==> config.mk <==
export PLATFORM = sky130hd
export DESIGN_NAME = cuh_top
export DESIGN_NICKNAME = d
export VERILOG_FILES = /design/src/cuh_pkg.sv /design/src/cuh_sweep_ctr.sv /design/src/cuh_top.sv /design/src/cuh_use_hist.sv
export SDC_FILE = /design/constraint.sdc
export NUM_CORES = 2
export LEC_CHECK = 0
export ABC_AREA = 1
export BUFFER_PORTS_ARGS = -buffer_cell sky130_fd_sc_hd__buf_4
export CORE_MARGIN = 3
export CORE_UTILIZATION = 55
export DETAILED_ROUTE_END_ITERATION = 7
export PLACE_DENSITY = 0.74
export SYNTH_ARGS = -nofsm -noshare
export SYNTH_HDL_FRONTEND = slang
export SYNTH_SLANG_ARGS = --single-unit
export TNS_END_PERCENT = 100
==> constraint.sdc <==
create_clock -name clk -period 14.3 [get_ports clk]
set_input_delay 2.86 -clock clk [delete_from_list [all_inputs] [get_ports clk]]
set_output_delay 2.86 -clock clk [all_outputs]
set_load 0.02 [all_outputs]
==> src/cuh_pkg.sv <==
// shared constants, states and carrier types of the use-history and sweeper block
package cuh_pkg;

	// ----------------------------------------
	// register offsets (byte addresses)
	// ----------------------------------------
	localparam logic [3:0] OFF_CTRL = 4'h0;
	localparam logic [3:0] OFF_STAT = 4'h4;
	localparam logic [3:0] OFF_LUT = 4'h8;
	localparam logic [3:0] OFF_USE = 4'hc;

	// ----------------------------------------
	// field positions
	// ----------------------------------------
	localparam int CTRL_PAGE_LSB = 0;
	localparam int CTRL_TYPE_LSB = 13;
	localparam int TY_ONE_PAGE = 0;
	localparam int TY_VAL_CORE = 1;
	localparam int TY_INVAL = 2;
	localparam int LUT_ADR_LSB = 0;
	localparam int LUT_DAT_LSB = 8;
	localparam int STAT_REQ_BIT = 0;
	localparam int STAT_CNT_LSB = 1;
	localparam int STAT_TYPE_LSB = 10;
	localparam int STAT_HOLD_BIT = 13;
	localparam int STAT_BUSY_BIT = 14;
	localparam int USE_MRU_LSB = 0;
	localparam int USE_ORD_BIT = 2;
	localparam int USE_LRU_LSB = 3;
	localparam int LUT_ORD_BIT = 0;
	localparam int LUT_LRU_LSB = 1;

	// ----------------------------------------
	// widths, load and reset values
	// ----------------------------------------
	localparam int PAGE_W = 13;
	localparam int CNT_W = 9;
	localparam int LINE_W = 7;
	localparam int USE_W = 5;
	localparam int LUT_W = 3;
	localparam int LUT_AW = 7;
	localparam logic [8:0] CNT_LOAD = 9'h1ff;
	localparam logic [8:0] CNT_RST = 9'h000;

	// counter select pair, written {select_two, select_one}
	localparam logic [1:0] SEL_LOAD = 2'b00;
	localparam logic [1:0] SEL_HOLD = 2'b11;
	localparam logic [1:0] SEL_DEC = 2'b01;

	// ----------------------------------------
	// cache control time states
	// ----------------------------------------
	typedef enum logic [8:0] {
		CUH_IDLE = 9'h001,
		CUH_PT0 = 9'h002,
		CUH_PT1 = 9'h004,
		CUH_PT2 = 9'h008,
		CUH_DC1 = 9'h010,
		CUH_DC2 = 9'h020,
		CUH_UPD = 9'h040,
		CUH_SW4 = 9'h080,
		CUH_SWR = 9'h100
	} cuh_state_t;

	// ----------------------------------------
	// carriers
	// ----------------------------------------
	typedef struct packed {
		logic valid;
		logic [6:0] line;
		logic match;
		logic [1:0] match_q;
	} cuh_acc_t;

	typedef struct packed {
		logic active;
		logic val_core;
		logic cycle;
		logic dir_clr;
		logic [21:0] addr;
	} cuh_sweep_t;

endpackage

==> src/cuh_sweep_ctr.sv <==
// line and block sweep counter driven by the counter select pair
`timescale 1ns/1ps
module cuh_sweep_ctr (
	input wire logic clk,
	input wire logic rst_b,
	input wire logic [1:0] sel,
	input wire logic single_page,
	output logic [8:0] cnt,
	output logic carry
);

	// ----------------------------------------
	// counter
	// ----------------------------------------
	logic [8:0] cnt_r;
	logic [8:0] cnt_nxt;

	always_comb begin
		cnt_nxt = cnt_r;
		case (sel)
			cuh_pkg::SEL_LOAD: cnt_nxt = cuh_pkg::CNT_LOAD;
			// a 9-bit borrow lets the block bits step the line bits
			cuh_pkg::SEL_DEC: begin
				if (single_page) begin
					cnt_nxt = {cnt_r[8:2] - 7'h01, cnt_r[1:0]};
				end else begin
					cnt_nxt = cnt_r - 9'h001;
				end
			end
			default: cnt_nxt = cnt_r;
		endcase
	end

	always_ff @(posedge clk or negedge rst_b) begin
		if (!rst_b) begin
			cnt_r <= cuh_pkg::CNT_RST;
		end else begin
			cnt_r <= cnt_nxt;
		end
	end

	assign cnt = cnt_r;
	assign carry = single_page ? (cnt_r[8:2] == 7'h00) : (cnt_r == 9'h000);

endmodule

==> src/cuh_top.sv <==
// cache use-history update and cache sweeper control with wishbone registers
// ----------------------------------------
// ----------------------------------------
`timescale 1ns/1ps
module cuh_top (
	input wire logic clk,
	input wire logic rst_b,
	input wire logic wb_cyc_i,
	input wire logic wb_stb_i,
	input wire logic wb_we_i,
	input wire logic [3:0] wb_adr_i,
	input wire logic [3:0] wb_sel_i,
	input wire logic [31:0] wb_dat_i,
	output logic [31:0] wb_dat_o,
	output logic wb_ack_o,
	input wire cuh_pkg::cuh_acc_t acc_i,
	output logic acc_done_o,
	output cuh_pkg::cuh_sweep_t sweep_o
);

	// ----------------------------------------
	// declarations
	// ----------------------------------------
	cuh_pkg::cuh_state_t state_r;
	cuh_pkg::cuh_state_t state_nxt;
	logic setup_r;
	logic match_hold_latch_r;
	logic [1:0] quarter_r;
	logic [6:0] acc_line_r;
	logic [12:0] page_r;
	logic sweep_single_page_r;
	logic sweep_validate_core_r;
	logic sweep_invalidate_cache_r;
	logic sweep_request_flop_r;
	logic sweep_cycle_done_r;
	logic setup_taken_r;
	logic wb_ack_r;
	logic [31:0] wb_dat_r;
	logic [6:0] peek_idx_r;
	logic wb_hit;
	logic ctrl_wr;
	logic setup_req;
	logic memory_response;
	logic sweep_register_load;
	logic [1:0] ctr_sel;
	logic counter_select_one;
	logic counter_select_two;
	logic [8:0] cnt;
	logic sweep_counter_carry;
	logic sweep_cyc;
	logic use_we;
	logic [6:0] use_idx;
	logic [1:0] use_quarter;
	logic [4:0] use_entry;
	logic [4:0] peek_entry;
	logic lut_we;
	logic [31:0] rd_mux;

	// ----------------------------------------
	// wishbone decode
	// ----------------------------------------
	assign wb_hit = wb_cyc_i && wb_stb_i;
	assign ctrl_wr = wb_hit && wb_we_i && (wb_adr_i == cuh_pkg::OFF_CTRL);
	// a control write stays pending until the setup cycle answers it
	assign setup_req = ctrl_wr && !setup_taken_r;
	assign lut_we = wb_hit && wb_we_i && !wb_ack_r && (wb_adr_i == cuh_pkg::OFF_LUT);

	always_ff @(posedge clk or negedge rst_b) begin
		if (!rst_b) begin
			wb_ack_r <= 1'b0;
		end else if (wb_hit && !wb_ack_r) begin
			wb_ack_r <= ctrl_wr ? memory_response : 1'b1;
		end else begin
			wb_ack_r <= 1'b0;
		end
	end

	always_ff @(posedge clk or negedge rst_b) begin
		if (!rst_b) begin
			setup_taken_r <= 1'b0;
		end else if (wb_ack_r) begin
			setup_taken_r <= 1'b0;
		end else if (state_r == cuh_pkg::CUH_IDLE && state_nxt == cuh_pkg::CUH_PT0 && !acc_i.valid) begin
			setup_taken_r <= setup_req;
		end
	end

	always_ff @(posedge clk or negedge rst_b) begin
		if (!rst_b) begin
			peek_idx_r <= 7'h00;
		end else if (wb_hit && wb_we_i && !wb_ack_r && wb_adr_i == cuh_pkg::OFF_USE && wb_sel_i[0]) begin
			peek_idx_r <= wb_dat_i[6:0];
		end
	end

	always_comb begin
		rd_mux = 32'h0000_0000;
		case (wb_adr_i)
			cuh_pkg::OFF_CTRL: begin
				rd_mux[cuh_pkg::CTRL_PAGE_LSB +: 13] = page_r;
				rd_mux[cuh_pkg::CTRL_TYPE_LSB +: 3] = {sweep_invalidate_cache_r, sweep_validate_core_r,
					sweep_single_page_r};
			end
			cuh_pkg::OFF_STAT: begin
				rd_mux[cuh_pkg::STAT_REQ_BIT] = sweep_request_flop_r;
				rd_mux[cuh_pkg::STAT_CNT_LSB +: 9] = cnt;
				rd_mux[cuh_pkg::STAT_TYPE_LSB +: 3] = {sweep_invalidate_cache_r, sweep_validate_core_r,
					sweep_single_page_r};
				rd_mux[cuh_pkg::STAT_HOLD_BIT] = match_hold_latch_r;
				rd_mux[cuh_pkg::STAT_BUSY_BIT] = (state_r != cuh_pkg::CUH_IDLE);
			end
			cuh_pkg::OFF_USE: rd_mux[4:0] = peek_entry;
			default: rd_mux = 32'h0000_0000;
		endcase
	end

	always_ff @(posedge clk or negedge rst_b) begin
		if (!rst_b) begin
			wb_dat_r <= 32'h0000_0000;
		end else if (wb_hit && !wb_we_i && !wb_ack_r) begin
			wb_dat_r <= rd_mux;
		end
	end

	assign wb_ack_o = wb_ack_r;
	assign wb_dat_o = wb_dat_r;

	// ----------------------------------------
	// cache control time states
	// ----------------------------------------
	always_comb begin
		state_nxt = state_r;
		case (state_r)
			cuh_pkg::CUH_IDLE: begin
				// sweeper yields to any processor request
				if (acc_i.valid || setup_req) begin
					state_nxt = cuh_pkg::CUH_PT0;
				end else if (sweep_request_flop_r && !sweep_cycle_done_r) begin
					state_nxt = cuh_pkg::CUH_SW4;
				end
			end
			cuh_pkg::CUH_PT0: state_nxt = cuh_pkg::CUH_PT1;
			cuh_pkg::CUH_PT1: state_nxt = cuh_pkg::CUH_PT2;
			cuh_pkg::CUH_PT2: begin
				if (setup_r) begin
					state_nxt = cuh_pkg::CUH_IDLE;
				end else if (acc_i.match) begin
					state_nxt = cuh_pkg::CUH_UPD;
				end else begin
					state_nxt = cuh_pkg::CUH_DC1;
				end
			end
			cuh_pkg::CUH_DC1: state_nxt = cuh_pkg::CUH_DC2;
			cuh_pkg::CUH_DC2: state_nxt = cuh_pkg::CUH_UPD;
			cuh_pkg::CUH_UPD: state_nxt = cuh_pkg::CUH_IDLE;
			cuh_pkg::CUH_SW4: begin
				state_nxt = sweep_invalidate_cache_r ? cuh_pkg::CUH_SWR : cuh_pkg::CUH_IDLE;
			end
			cuh_pkg::CUH_SWR: state_nxt = cuh_pkg::CUH_IDLE;
			default: state_nxt = cuh_pkg::CUH_IDLE;
		endcase
	end

	always_ff @(posedge clk or negedge rst_b) begin
		if (!rst_b) begin
			state_r <= cuh_pkg::CUH_IDLE;
		end else begin
			state_r <= state_nxt;
		end
	end

	// access takes priority over setup when both arrive together
	always_ff @(posedge clk or negedge rst_b) begin
		if (!rst_b) begin
			setup_r <= 1'b0;
			acc_line_r <= 7'h00;
		end else if (state_r == cuh_pkg::CUH_IDLE && state_nxt == cuh_pkg::CUH_PT0) begin
			setup_r <= !acc_i.valid;
			acc_line_r <= acc_i.line;
		end
	end

	// ----------------------------------------
	// use history update
	// ----------------------------------------
	always_ff @(posedge clk or negedge rst_b) begin
		if (!rst_b) begin
			match_hold_latch_r <= 1'b0;
		end else if (state_r == cuh_pkg::CUH_PT0) begin
			match_hold_latch_r <= 1'b0;
		end else if (state_r == cuh_pkg::CUH_PT2 && !setup_r) begin
			match_hold_latch_r <= acc_i.match;
		end
	end

	// victim select gate opens only at data-clear t1 with the latch clear
	always_ff @(posedge clk or negedge rst_b) begin
		if (!rst_b) begin
			quarter_r <= 2'b00;
		end else if (state_r == cuh_pkg::CUH_PT2 && acc_i.match) begin
			quarter_r <= acc_i.match_q;
		end else if (state_r == cuh_pkg::CUH_DC1 && !match_hold_latch_r) begin
			quarter_r <= use_entry[cuh_pkg::USE_LRU_LSB +: 2];
		end
	end

	assign sweep_cyc = (state_r == cuh_pkg::CUH_SW4) || (state_r == cuh_pkg::CUH_SWR);
	assign use_we = (state_r == cuh_pkg::CUH_UPD) || (state_r == cuh_pkg::CUH_SWR);
	// sweep: line counter addresses the entry, block bits force the quarter
	assign use_idx = sweep_cyc ? cnt[8:2] : acc_line_r;
	assign use_quarter = sweep_cyc ? cnt[1:0] : quarter_r;

	// new entry is {lookup word, quarter}: order and lru from lookup, mru from quarter
	cuh_use_hist u_hist (
		.clk(clk),
		.lut_we(lut_we),
		.lut_adr(wb_dat_i[cuh_pkg::LUT_ADR_LSB +: 7]),
		.lut_dat(wb_dat_i[cuh_pkg::LUT_DAT_LSB +: 3]),
		.use_we(use_we),
		.use_idx(use_idx),
		.quarter(use_quarter),
		.peek_idx(peek_idx_r),
		.use_entry(use_entry),
		.peek_entry(peek_entry)
	);

	assign acc_done_o = (state_r == cuh_pkg::CUH_UPD);

	// ----------------------------------------
	// sweeper setup and counters
	// ----------------------------------------
	assign sweep_register_load = (state_r == cuh_pkg::CUH_PT1) && setup_r;
	assign memory_response = (state_r == cuh_pkg::CUH_PT2) && setup_r;

	always_comb begin
		if (sweep_register_load) begin
			ctr_sel = cuh_pkg::SEL_LOAD;
		end else if (sweep_cycle_done_r) begin
			ctr_sel = cuh_pkg::SEL_DEC;
		end else begin
			ctr_sel = cuh_pkg::SEL_HOLD;
		end
	end

	assign counter_select_two = ctr_sel[1];
	assign counter_select_one = ctr_sel[0];

	// page and type come straight from the held write data
	always_ff @(posedge clk or negedge rst_b) begin
		if (!rst_b) begin
			page_r <= 13'h0000;
			sweep_single_page_r <= 1'b0;
			sweep_validate_core_r <= 1'b0;
			sweep_invalidate_cache_r <= 1'b0;
		end else if (sweep_register_load) begin
			page_r <= wb_dat_i[cuh_pkg::CTRL_PAGE_LSB +: 13];
			sweep_single_page_r <= wb_dat_i[cuh_pkg::CTRL_TYPE_LSB + cuh_pkg::TY_ONE_PAGE];
			sweep_validate_core_r <= wb_dat_i[cuh_pkg::CTRL_TYPE_LSB + cuh_pkg::TY_VAL_CORE];
			sweep_invalidate_cache_r <= wb_dat_i[cuh_pkg::CTRL_TYPE_LSB + cuh_pkg::TY_INVAL];
		end
	end

	cuh_sweep_ctr u_ctr (
		.clk(clk),
		.rst_b(rst_b),
		.sel({counter_select_two, counter_select_one}),
		.single_page(sweep_single_page_r),
		.cnt(cnt),
		.carry(sweep_counter_carry)
	);

	// a type with no operation bits leaves nothing to sweep
	always_ff @(posedge clk or negedge rst_b) begin
		if (!rst_b) begin
			sweep_request_flop_r <= 1'b0;
		end else if (sweep_register_load) begin
			sweep_request_flop_r <= wb_dat_i[cuh_pkg::CTRL_TYPE_LSB + cuh_pkg::TY_VAL_CORE] ||
				wb_dat_i[cuh_pkg::CTRL_TYPE_LSB + cuh_pkg::TY_INVAL];
		end else if (sweep_cycle_done_r && sweep_counter_carry) begin
			sweep_request_flop_r <= 1'b0;
		end
	end

	always_ff @(posedge clk or negedge rst_b) begin
		if (!rst_b) begin
			sweep_cycle_done_r <= 1'b0;
		end else begin
			sweep_cycle_done_r <= sweep_cyc && (state_nxt == cuh_pkg::CUH_IDLE);
		end
	end

	assign sweep_o.active = sweep_request_flop_r;
	assign sweep_o.val_core = sweep_validate_core_r;
	assign sweep_o.cycle = (state_r == cuh_pkg::CUH_SW4);
	assign sweep_o.dir_clr = (state_r == cuh_pkg::CUH_SWR);
	assign sweep_o.addr = {page_r, cnt};

	// ----------------------------------------
	// checks
	// ----------------------------------------
	a_setup_load_count: assert property (@(posedge clk) disable iff (!rst_b)
		sweep_register_load |-> ctr_sel == cuh_pkg::SEL_LOAD ##1 (cnt == 9'h1ff && !sweep_register_load))
		else $error("setup did not load count 777 for one clock");

	a_setup_resp_hold: assert property (@(posedge clk) disable iff (!rst_b)
		sweep_register_load |=> memory_response && ctr_sel == cuh_pkg::SEL_HOLD)
		else $error("no response or hold after setup");

	a_done_decrement: assert property (@(posedge clk) disable iff (!rst_b)
		sweep_cycle_done_r |-> {counter_select_two, counter_select_one} == 2'b01)
		else $error("cycle done without decrement select");

	a_done_one_clock: assert property (@(posedge clk) disable iff (!rst_b)
		$rose(sweep_cycle_done_r) |=> !sweep_cycle_done_r)
		else $error("cycle done held beyond one clock");

	a_carry_ends_sweep: assert property (@(posedge clk) disable iff (!rst_b)
		sweep_cycle_done_r && sweep_counter_carry |=> !sweep_request_flop_r && state_r != cuh_pkg::CUH_SW4)
		else $error("sweep request survived carry");

	a_inval_write_t4: assert property (@(posedge clk) disable iff (!rst_b)
		state_r == cuh_pkg::CUH_SW4 && sweep_invalidate_cache_r |=> use_we && sweep_o.dir_clr &&
		use_quarter == cnt[1:0] && use_idx == cnt[8:2])
		else $error("invalidate sweep did not write one clock after t4");

	a_hit_update: assert property (@(posedge clk) disable iff (!rst_b)
		state_r == cuh_pkg::CUH_PT2 && !setup_r && acc_i.match |=>
		use_we && match_hold_latch_r && quarter_r == $past(acc_i.match_q))
		else $error("hit did not update with matching quarter");

	a_miss_victim: assert property (@(posedge clk) disable iff (!rst_b)
		state_r == cuh_pkg::CUH_PT2 && !setup_r && !acc_i.match |=>
		!match_hold_latch_r ##1 !use_we ##1 (use_we && quarter_r == $past(use_entry[4:3], 2)))
		else $error("miss did not update after data-clear t2 with victim");

	a_sweep_yields: assert property (@(posedge clk) disable iff (!rst_b)
		state_r == cuh_pkg::CUH_IDLE && (acc_i.valid || setup_req) |=> state_r == cuh_pkg::CUH_PT0)
		else $error("sweep cycle granted over pending request");

	a_whole_step: assert property (@(posedge clk) disable iff (!rst_b)
		sweep_cycle_done_r && !sweep_single_page_r |=> cnt == $past(cnt) - 9'h001)
		else $error("whole sweep did not step by one block");

	a_page_step: assert property (@(posedge clk) disable iff (!rst_b)
		sweep_cycle_done_r && sweep_single_page_r |=>
		cnt[8:2] == $past(cnt[8:2]) - 7'h01 && cnt[1:0] == $past(cnt[1:0]))
		else $error("single page sweep did not step the line");

endmodule

==> src/cuh_use_hist.sv <==
// use table and replacement lookup table storage
`timescale 1ns/1ps
module cuh_use_hist (
	input wire logic clk,
	input wire logic lut_we,
	input wire logic [6:0] lut_adr,
	input wire logic [2:0] lut_dat,
	input wire logic use_we,
	input wire logic [6:0] use_idx,
	input wire logic [1:0] quarter,
	input wire logic [6:0] peek_idx,
	output logic [4:0] use_entry,
	output logic [4:0] peek_entry
);

	// ----------------------------------------
	// storage, no reset: contents come from sweeps and software
	// ----------------------------------------
	// use table starts at zero so its own lookups resolve before the first sweep
	logic [4:0] use_mem [0:127] = '{default: 5'h00};
	logic [2:0] lut_mem [0:127];
	logic [2:0] lut_rd;
	logic [4:0] peek_r;

	// quarter code forms the high lookup address bits
	assign use_entry = use_mem[use_idx];
	assign lut_rd = lut_mem[{quarter, use_entry}];

	always_ff @(posedge clk) begin
		if (lut_we) begin
			lut_mem[lut_adr] <= lut_dat;
		end
	end

	// lookup word fills order and least-recent, quarter fills most-recent
	always_ff @(posedge clk) begin
		if (use_we) begin
			use_mem[use_idx] <= {lut_rd, quarter};
		end
	end

	always_ff @(posedge clk) begin
		peek_r <= use_mem[peek_idx];
	end

	assign peek_entry = peek_r;

endmodule

=== Word level (Yosys, flattened, before mapping) ===
Memories as Yosys holds them, arrays and structs flattened. A register that Yosys moved wholly into a read port is not among the register bits.
Cells that the tools add are included.

* Reductions and logical operators: 42
* Multiplexer cells: 30
* Add/subtract/negate cells: 2
* Equality and inequality tests: 17

{| class="wikitable"
|+ Operators by type and width
! operator !! number
|-
| 9-bit case mux with 7 select lines || 1
|-
| 9-bit two-way mux || 4
|-
| 1-bit logical AND || 21
|-
| 7-bit two-way mux || 3
|-
| 10-bit case mux with 2 select lines || 1
|-
| 9-bit by 1-bit == test with 1-bit output, second input constant || 2
|-
| 9-bit by 2-bit == test with 1-bit output, second input constant || 2
|-
| 9-bit case mux with 2 select lines || 1
|-
| 5-bit case mux with 3 select lines || 1
|-
| 1-bit two-way mux || 14
|-
| 2-bit two-way mux || 5
|-
| 2-bit nonzero test || 5
|-
| 9-bit by 3-bit == test with 1-bit output, second input constant || 1
|-
| 9-bit by 4-bit == test with 1-bit output, second input constant || 1
|-
| 9-bit by 5-bit == test with 1-bit output, second input constant || 1
|-
| 9-bit by 6-bit == test with 1-bit output, second input constant || 1
|-
| 9-bit by 7-bit == test with 1-bit output, second input constant || 1
|-
| 9-bit by 8-bit == test with 1-bit output, second input constant || 1
|-
| 9-bit == test, second input constant || 1
|-
| 9-bit zero test || 1
|-
| 9-bit by 1-bit inequality test with 1-bit output, second input constant || 1
|-
| 9-bit by 1-bit subtractor with 9-bit output, second input constant || 1
|-
| 4-bit == test, second input constant || 2
|-
| 1-bit zero test || 7
|-
| other kinds (9) || 12
|}

* RAM bits: 1024
* Word-level logic and storage cells: 110
* Output and inout port bits: 60
* Memories kept: 2
* Input port bits: 56
* Bits in registers: 72

{| class="wikitable"
|+ Memories
! memory !! words !! width !! read ports !! clocked after memory_dff !! wr ports !! line !! text
|-
| u_hist.use_mem || 128 || 5 || 2 || 1 || 1 || cuh_use_hist.sv:20 || <nowiki>logic [4:0] use_mem [0:127] = '{default: 5'h00};</nowiki>
|-
| u_hist.lut_mem || 128 || 3 || 1 || 0 || 1 || cuh_use_hist.sv:21 || <nowiki>logic [2:0] lut_mem [0:127];</nowiki>
|}

=== Longest topological paths before layout ===
* Depth in word-level cells: 12
* Gate-level depth with buffers: 30
* Gate-level depth less buffers: 26

=== Modules after synthesis ===
A second synthesis with hierarchy kept.

* Cells, all modules: 5261
* Area, all modules: 51546.9 um^2

{| class="wikitable"
|+ By module, submodules not included
! module !! sequential area each (um^2) !! area each (um^2) !! instances !! cells each
|-
| cuh_use_hist || 30849.6 || 47742.0 || 1 || 4785
|-
| cuh_top || 1577.8 || 3251.9 || 1 || 398
|-
| cuh_sweep_ctr || 225.2 || 553.0 || 1 || 78
|}

=== Least setup slack after synthesis ===
OpenSTA, ideal clock, no wires.

* Path kind: register to register
* Start point: register state_r[0]
* End point: memory u_hist.use_mem[0][4], data pin
* Cell stages (with the launch flop): 23
* Buffers on the path: 5
* Setup time: 512 ps
* Arrival time: 4665 ps
* Required time: 13788 ps
* Slack: 9123 ps
* Period minus slack after synthesis: 5177 ps
* Cells stage by stage: dfstp_2 -> nor2_1 -> nand2_1 -> nor2_1 -> nand2_2 -> nand2_4 -> nand2_1 -> nand2_4 -> buf_2 -> nand2_1 -> buf_2 -> buf_6 -> buf_4 -> o22ai_1 -> o41ai_1 -> nand2_1 -> nor3_1 -> and2b_1 -> buf_4 -> nand3_1 -> nand3_1 -> nand3_1 -> nand2_1

* Longest elaborated chain between the ends: 5
* Elaborated cells between the ends (all ways): 7
* Classes of those cells: 2 x eq/ne; 2 x mux; 1 x reduce/logical; 2 x memory

{| class="wikitable"
|+ RTL lines
! what !! line !! text
|-
| start, declared || cuh_top.sv:24 || <nowiki>cuh_pkg::cuh_state_t state_r;</nowiki>
|-
| start signal, assigned || cuh_top.sv:166 || <nowiki>state_r <= cuh_pkg::CUH_IDLE;</nowiki>
|-
| start signal, assigned || cuh_top.sv:168 || <nowiki>state_r <= state_nxt;</nowiki>
|-
| 9-bit by 8-bit == test with 1-bit output or 9-bit == test (tied branches) || cuh_top.sv:207 || <nowiki>assign sweep_cyc = (state_r == cuh_pkg::CUH_SW4) || (state_r == cuh_pkg::CUH_SWR);</nowiki>
|-
| 1-bit logical OR * || cuh_top.sv:207 ||
|-
| 7-bit two-way mux || cuh_top.sv:210 || <nowiki>assign use_idx = sweep_cyc ? cnt[8:2] : acc_line_r;</nowiki>
|-
| memory read 128 x 5 bit || n/a ||
|-
| memory read 128 x 3 bit * || n/a ||
|-
| via u_hist.lut_rd[2] || cuh_use_hist.sv:22 || <nowiki>logic [2:0] lut_rd;</nowiki>
|-
| end, declared || cuh_use_hist.sv:20 ||
|}

Mark *: on every way through the listed nets, which the timed path passes. The rest lies on a longest branch.

=== Worst setup path after layout ===
* Start point: register state_r[4]
* End point: memory u_hist.use_mem[29][2], data pin

Same word-level chain as after synthesis.

==> flow_summary.yaml <==
status:
  status: "finished, violations left"
  violations: "design-rule violations"
worst_setup_path:
  worstSetupStartpointType: "flop"
  reg2regPathDepth: 29
  timing.rr.start: "state_r[4]$_DFF_PN0_"
  critPathMaxFanout: 109
  crit_slowest_cell: "buf_4"
  worstSetupPathType: "flop to flop"
  r2r_setup_slack_ps: 5590
  cp_common_cell: "nand2_1"
  worstReg2RegEnd: "u_hist.use_mem[29][2]$_DFFE_PP_"
  worstPathArrival_ps: 9080
  worstPathRequired_ps: 14670
  cp-end-kind: "flop"
  slowest_delay_ps: 920
layout:
  drive_above_1_share_pct: 7.372
  stdcell_area_mm2: 0.05564
  layout_common_cells: "edfxtp_1, nor2_1, nand2_1, nand3_1, o21ai_0"
  final_common_cell: "edfxtp_1"
  area_growth_pct: 9.081
  final_net_count: 5052
  num_antenna_cells: 0
floorplanning:
  die_w_um: 310.5
  die-area_mm2: 0.09643
  initial_core_util_pct: 55.56
  core_mm2: 0.09180
  ios: 116
  die_h_um: 310.5
  rows: 111
yosys:
  syn_avg_cell_area_um2: 10.04
  synth_seq_cells: 1101
  synthCells: 5080
  synth_cell_types: 50
  syn_area_mm2: 0.05101
  ys_warn_count: 0
  ys_seq_area_share_pct: 64.02
timing:
  rsz0062_at_grt: "no"
  fin_setup_tns_ps: 0
  worst_pin_slew_ps: 1304
  max_clock_freq_mhz: 114.8
  setup_viol: 0
  setup_ws_ps: 5588
  clock-skew-final_ps: 19.53
  finalCritPeriodShare_pct: 60.92
  hold_viol: 0
  fin_hold_ws_ps: 471.7
  fin_crit_ps: 8712
  relSlewSlack_pct: 12.85
  final-max-slew-violation-count: 0
route:
  vias_per_cell: 6.424
  wire_per_inst_um: 24.62
  top_layer: "met4"
  drtIter0Drc: 6597
  wl_met3_mm: 20.91
  first_pass_iters: 8
  wl_met2_mm: 70.22
  vias: 40662
  wl_met1_mm: 55.37
  detail-route-antenna-nets: 0
  routed_wl_mm: 155.9
  route.detailed.drc: 1
clock_network:
  cts_tree: "built"
  clockBufferDepth: 3
  insertion_delay_ps: 700
  cts_made_buffers: 108
  ctsHoldBuffers: 0
  cts_setup_buffers: 0
  clockRootBuffer: "clkbuf_16"
  post_cts_resized: 0
  cts.clk_slew.worst_paths_ps: 60
  cts-htree-levels: 3
  clock-sinks: 1101
place:
  placed_area_mm2: 0.05212
  io_buffers: 80
  dp_hpwl_mm: 91.55
  place.gp.congestion: 0.9287
  place_ws_ps: 5896
global_routing:
  first_global_vias: 38118
  overflow: 0
  gr-usage-all-layers_pct: 31.23
  grt_start_max_net_pins: 164
  grt_pass1_wl_mm: 230.6
  antenna_found_initial: 1
worst_hold_path:
  holdCritPathClass: "flop to flop"
  hold_path_end: "setup_taken_r$_DFFE_PN0P_"
  min_path_cells: 1
  min_from: "wb_ack_o$_DFF_PN0_"
job:
  maxCapViolCount: 0
==> critical path, delay by kind of cell, from the launching register on <==
| family | cells | cell delay (ps) |
|---|---|---|
| simple gates | 23 | 4010 |
| flops | 1 | 400 |
| compound gates | 1 | 60 |
| buf+inv | 5 | 3660 |
==> state kept, by name (all words and copies together), names as in the netlist, 2 cells and up <==
| register | count |
|---|---|
| page_r | 13 |
| peek_idx_r | 7 |
| state_r | 9 |
| u_hist.use_mem | 640 |
| u_hist.peek_entry | 5 |
| u_hist.lut_mem | 384 |
| acc_line_r | 7 |
| u_ctr.cnt | 9 |
| wb_dat_o | 16 |
| quarter_r | 2 |
==> through the flow <==
stage / std cells / util, %
after floorplan: 5095 / -
after global placement: 6127 / 56.78
after detailed placement: 6127 / 56.78
after CTS: 6330 / 60.61
after global routing: 6330 / 60.61
final: 6330 / 60.61
==> synthesized netlist by cell type, drive strengths merged <==
cell type	number	area share, %
a2111oi	1	0.017
dfxtp	5	0.20
o2111ai	1	0.017
clkinv	4	0.029
nand2	857	6.4
a22o	2	0.034
and2	1	0.012
o22a	12	0.21
o21a	2	0.029
conb	1	0.0074
o311ai	3	0.052
or2	11	0.13
o21ai	577	5.7
a32oi	4	0.069
nor3	16	0.16
dfstp	1	0.052
buf	190	2.2
a31oi	7	0.086
o32ai	2	0.034
ha	2	0.049
nand4	5	0.061
nand3	633	6.2
o41ai	7	0.12
nor4	4	0.049
dfrtp	71	3.5
o31ai	8	0.12
o22ai	230	2.8
o221ai	43	0.74
nor2	865	6.5
clkbuf	173	1.3
and2b	1	0.015
inv	184	1.4
edfxtp	1024	60
nand3b	9	0.13
o211ai	22	0.32
a21oi	97	0.95
xor2	1	0.017
a221oi	4	0.069
==> logic make-up (layout without fill, tap and decap cells) <==
kind of cell             count (synthesis)  after routing  share of synthesized area [%]
XOR/XNOR                                 1              1                        0.01717
adder cells (fa/ha/maj)                  2              2                        0.04905
buffers and inverters                  551            543                          4.889
flip-flops                            1101           1101                          64.02
AND/OR/NAND/NOR                       2402           2402                          19.67
AO/OA/AOI/OAI                         1022           1022                          11.35
other                                    1             16                       0.007352
==> how the worst max path moves through the flow <==
stage	endpoint	slack, ps	depth (start not counted)	from
detailed placement	u_hist.use_mem[32][3]$_DFFE_PP_	5900	29	state_r[4]$_DFF_PN0_
floorplan	u_hist.use_mem[0][4]$_DFFE_PP_	9120	22	state_r[0]$_DFF_PN1_
global route	u_hist.use_mem[104][3]$_DFFE_PP_	5130	29	state_r[4]$_DFF_PN0_
global placement	u_hist.use_mem[64][2]$_DFFE_PP_	6060	29	state_r[4]$_DFF_PN0_
CTS	u_hist.use_mem[37][3]$_DFFE_PP_	5870	29	state_r[4]$_DFF_PN0_
finish	u_hist.use_mem[29][2]$_DFFE_PP_	5590	29	state_r[4]$_DFF_PN0_
==> layer usage <==
metal	GRT usage [%]	up-vias
met1	41.61	19118
met4	16.83	0
met5	0	-
met3	7.170	620
met2	47.94	3070
li1	-	17854
==> cell type report <==
class | count | area [µm²]
fillers | 7375 | 36160
clock buffers | 135 | 2919
multi-input cells | 3443 | 16020
flip-flops and latches | 1101 | 32660
inverters | 188 | 718.2
clock inverters | 68 | 596.8
repair buffers | 152 | 1166
well taps | 1243 | 1555
Power is left out: the tool's default activity adds up to more than one toggle a clock period on the data nets, which glitch-free logic cannot reach.
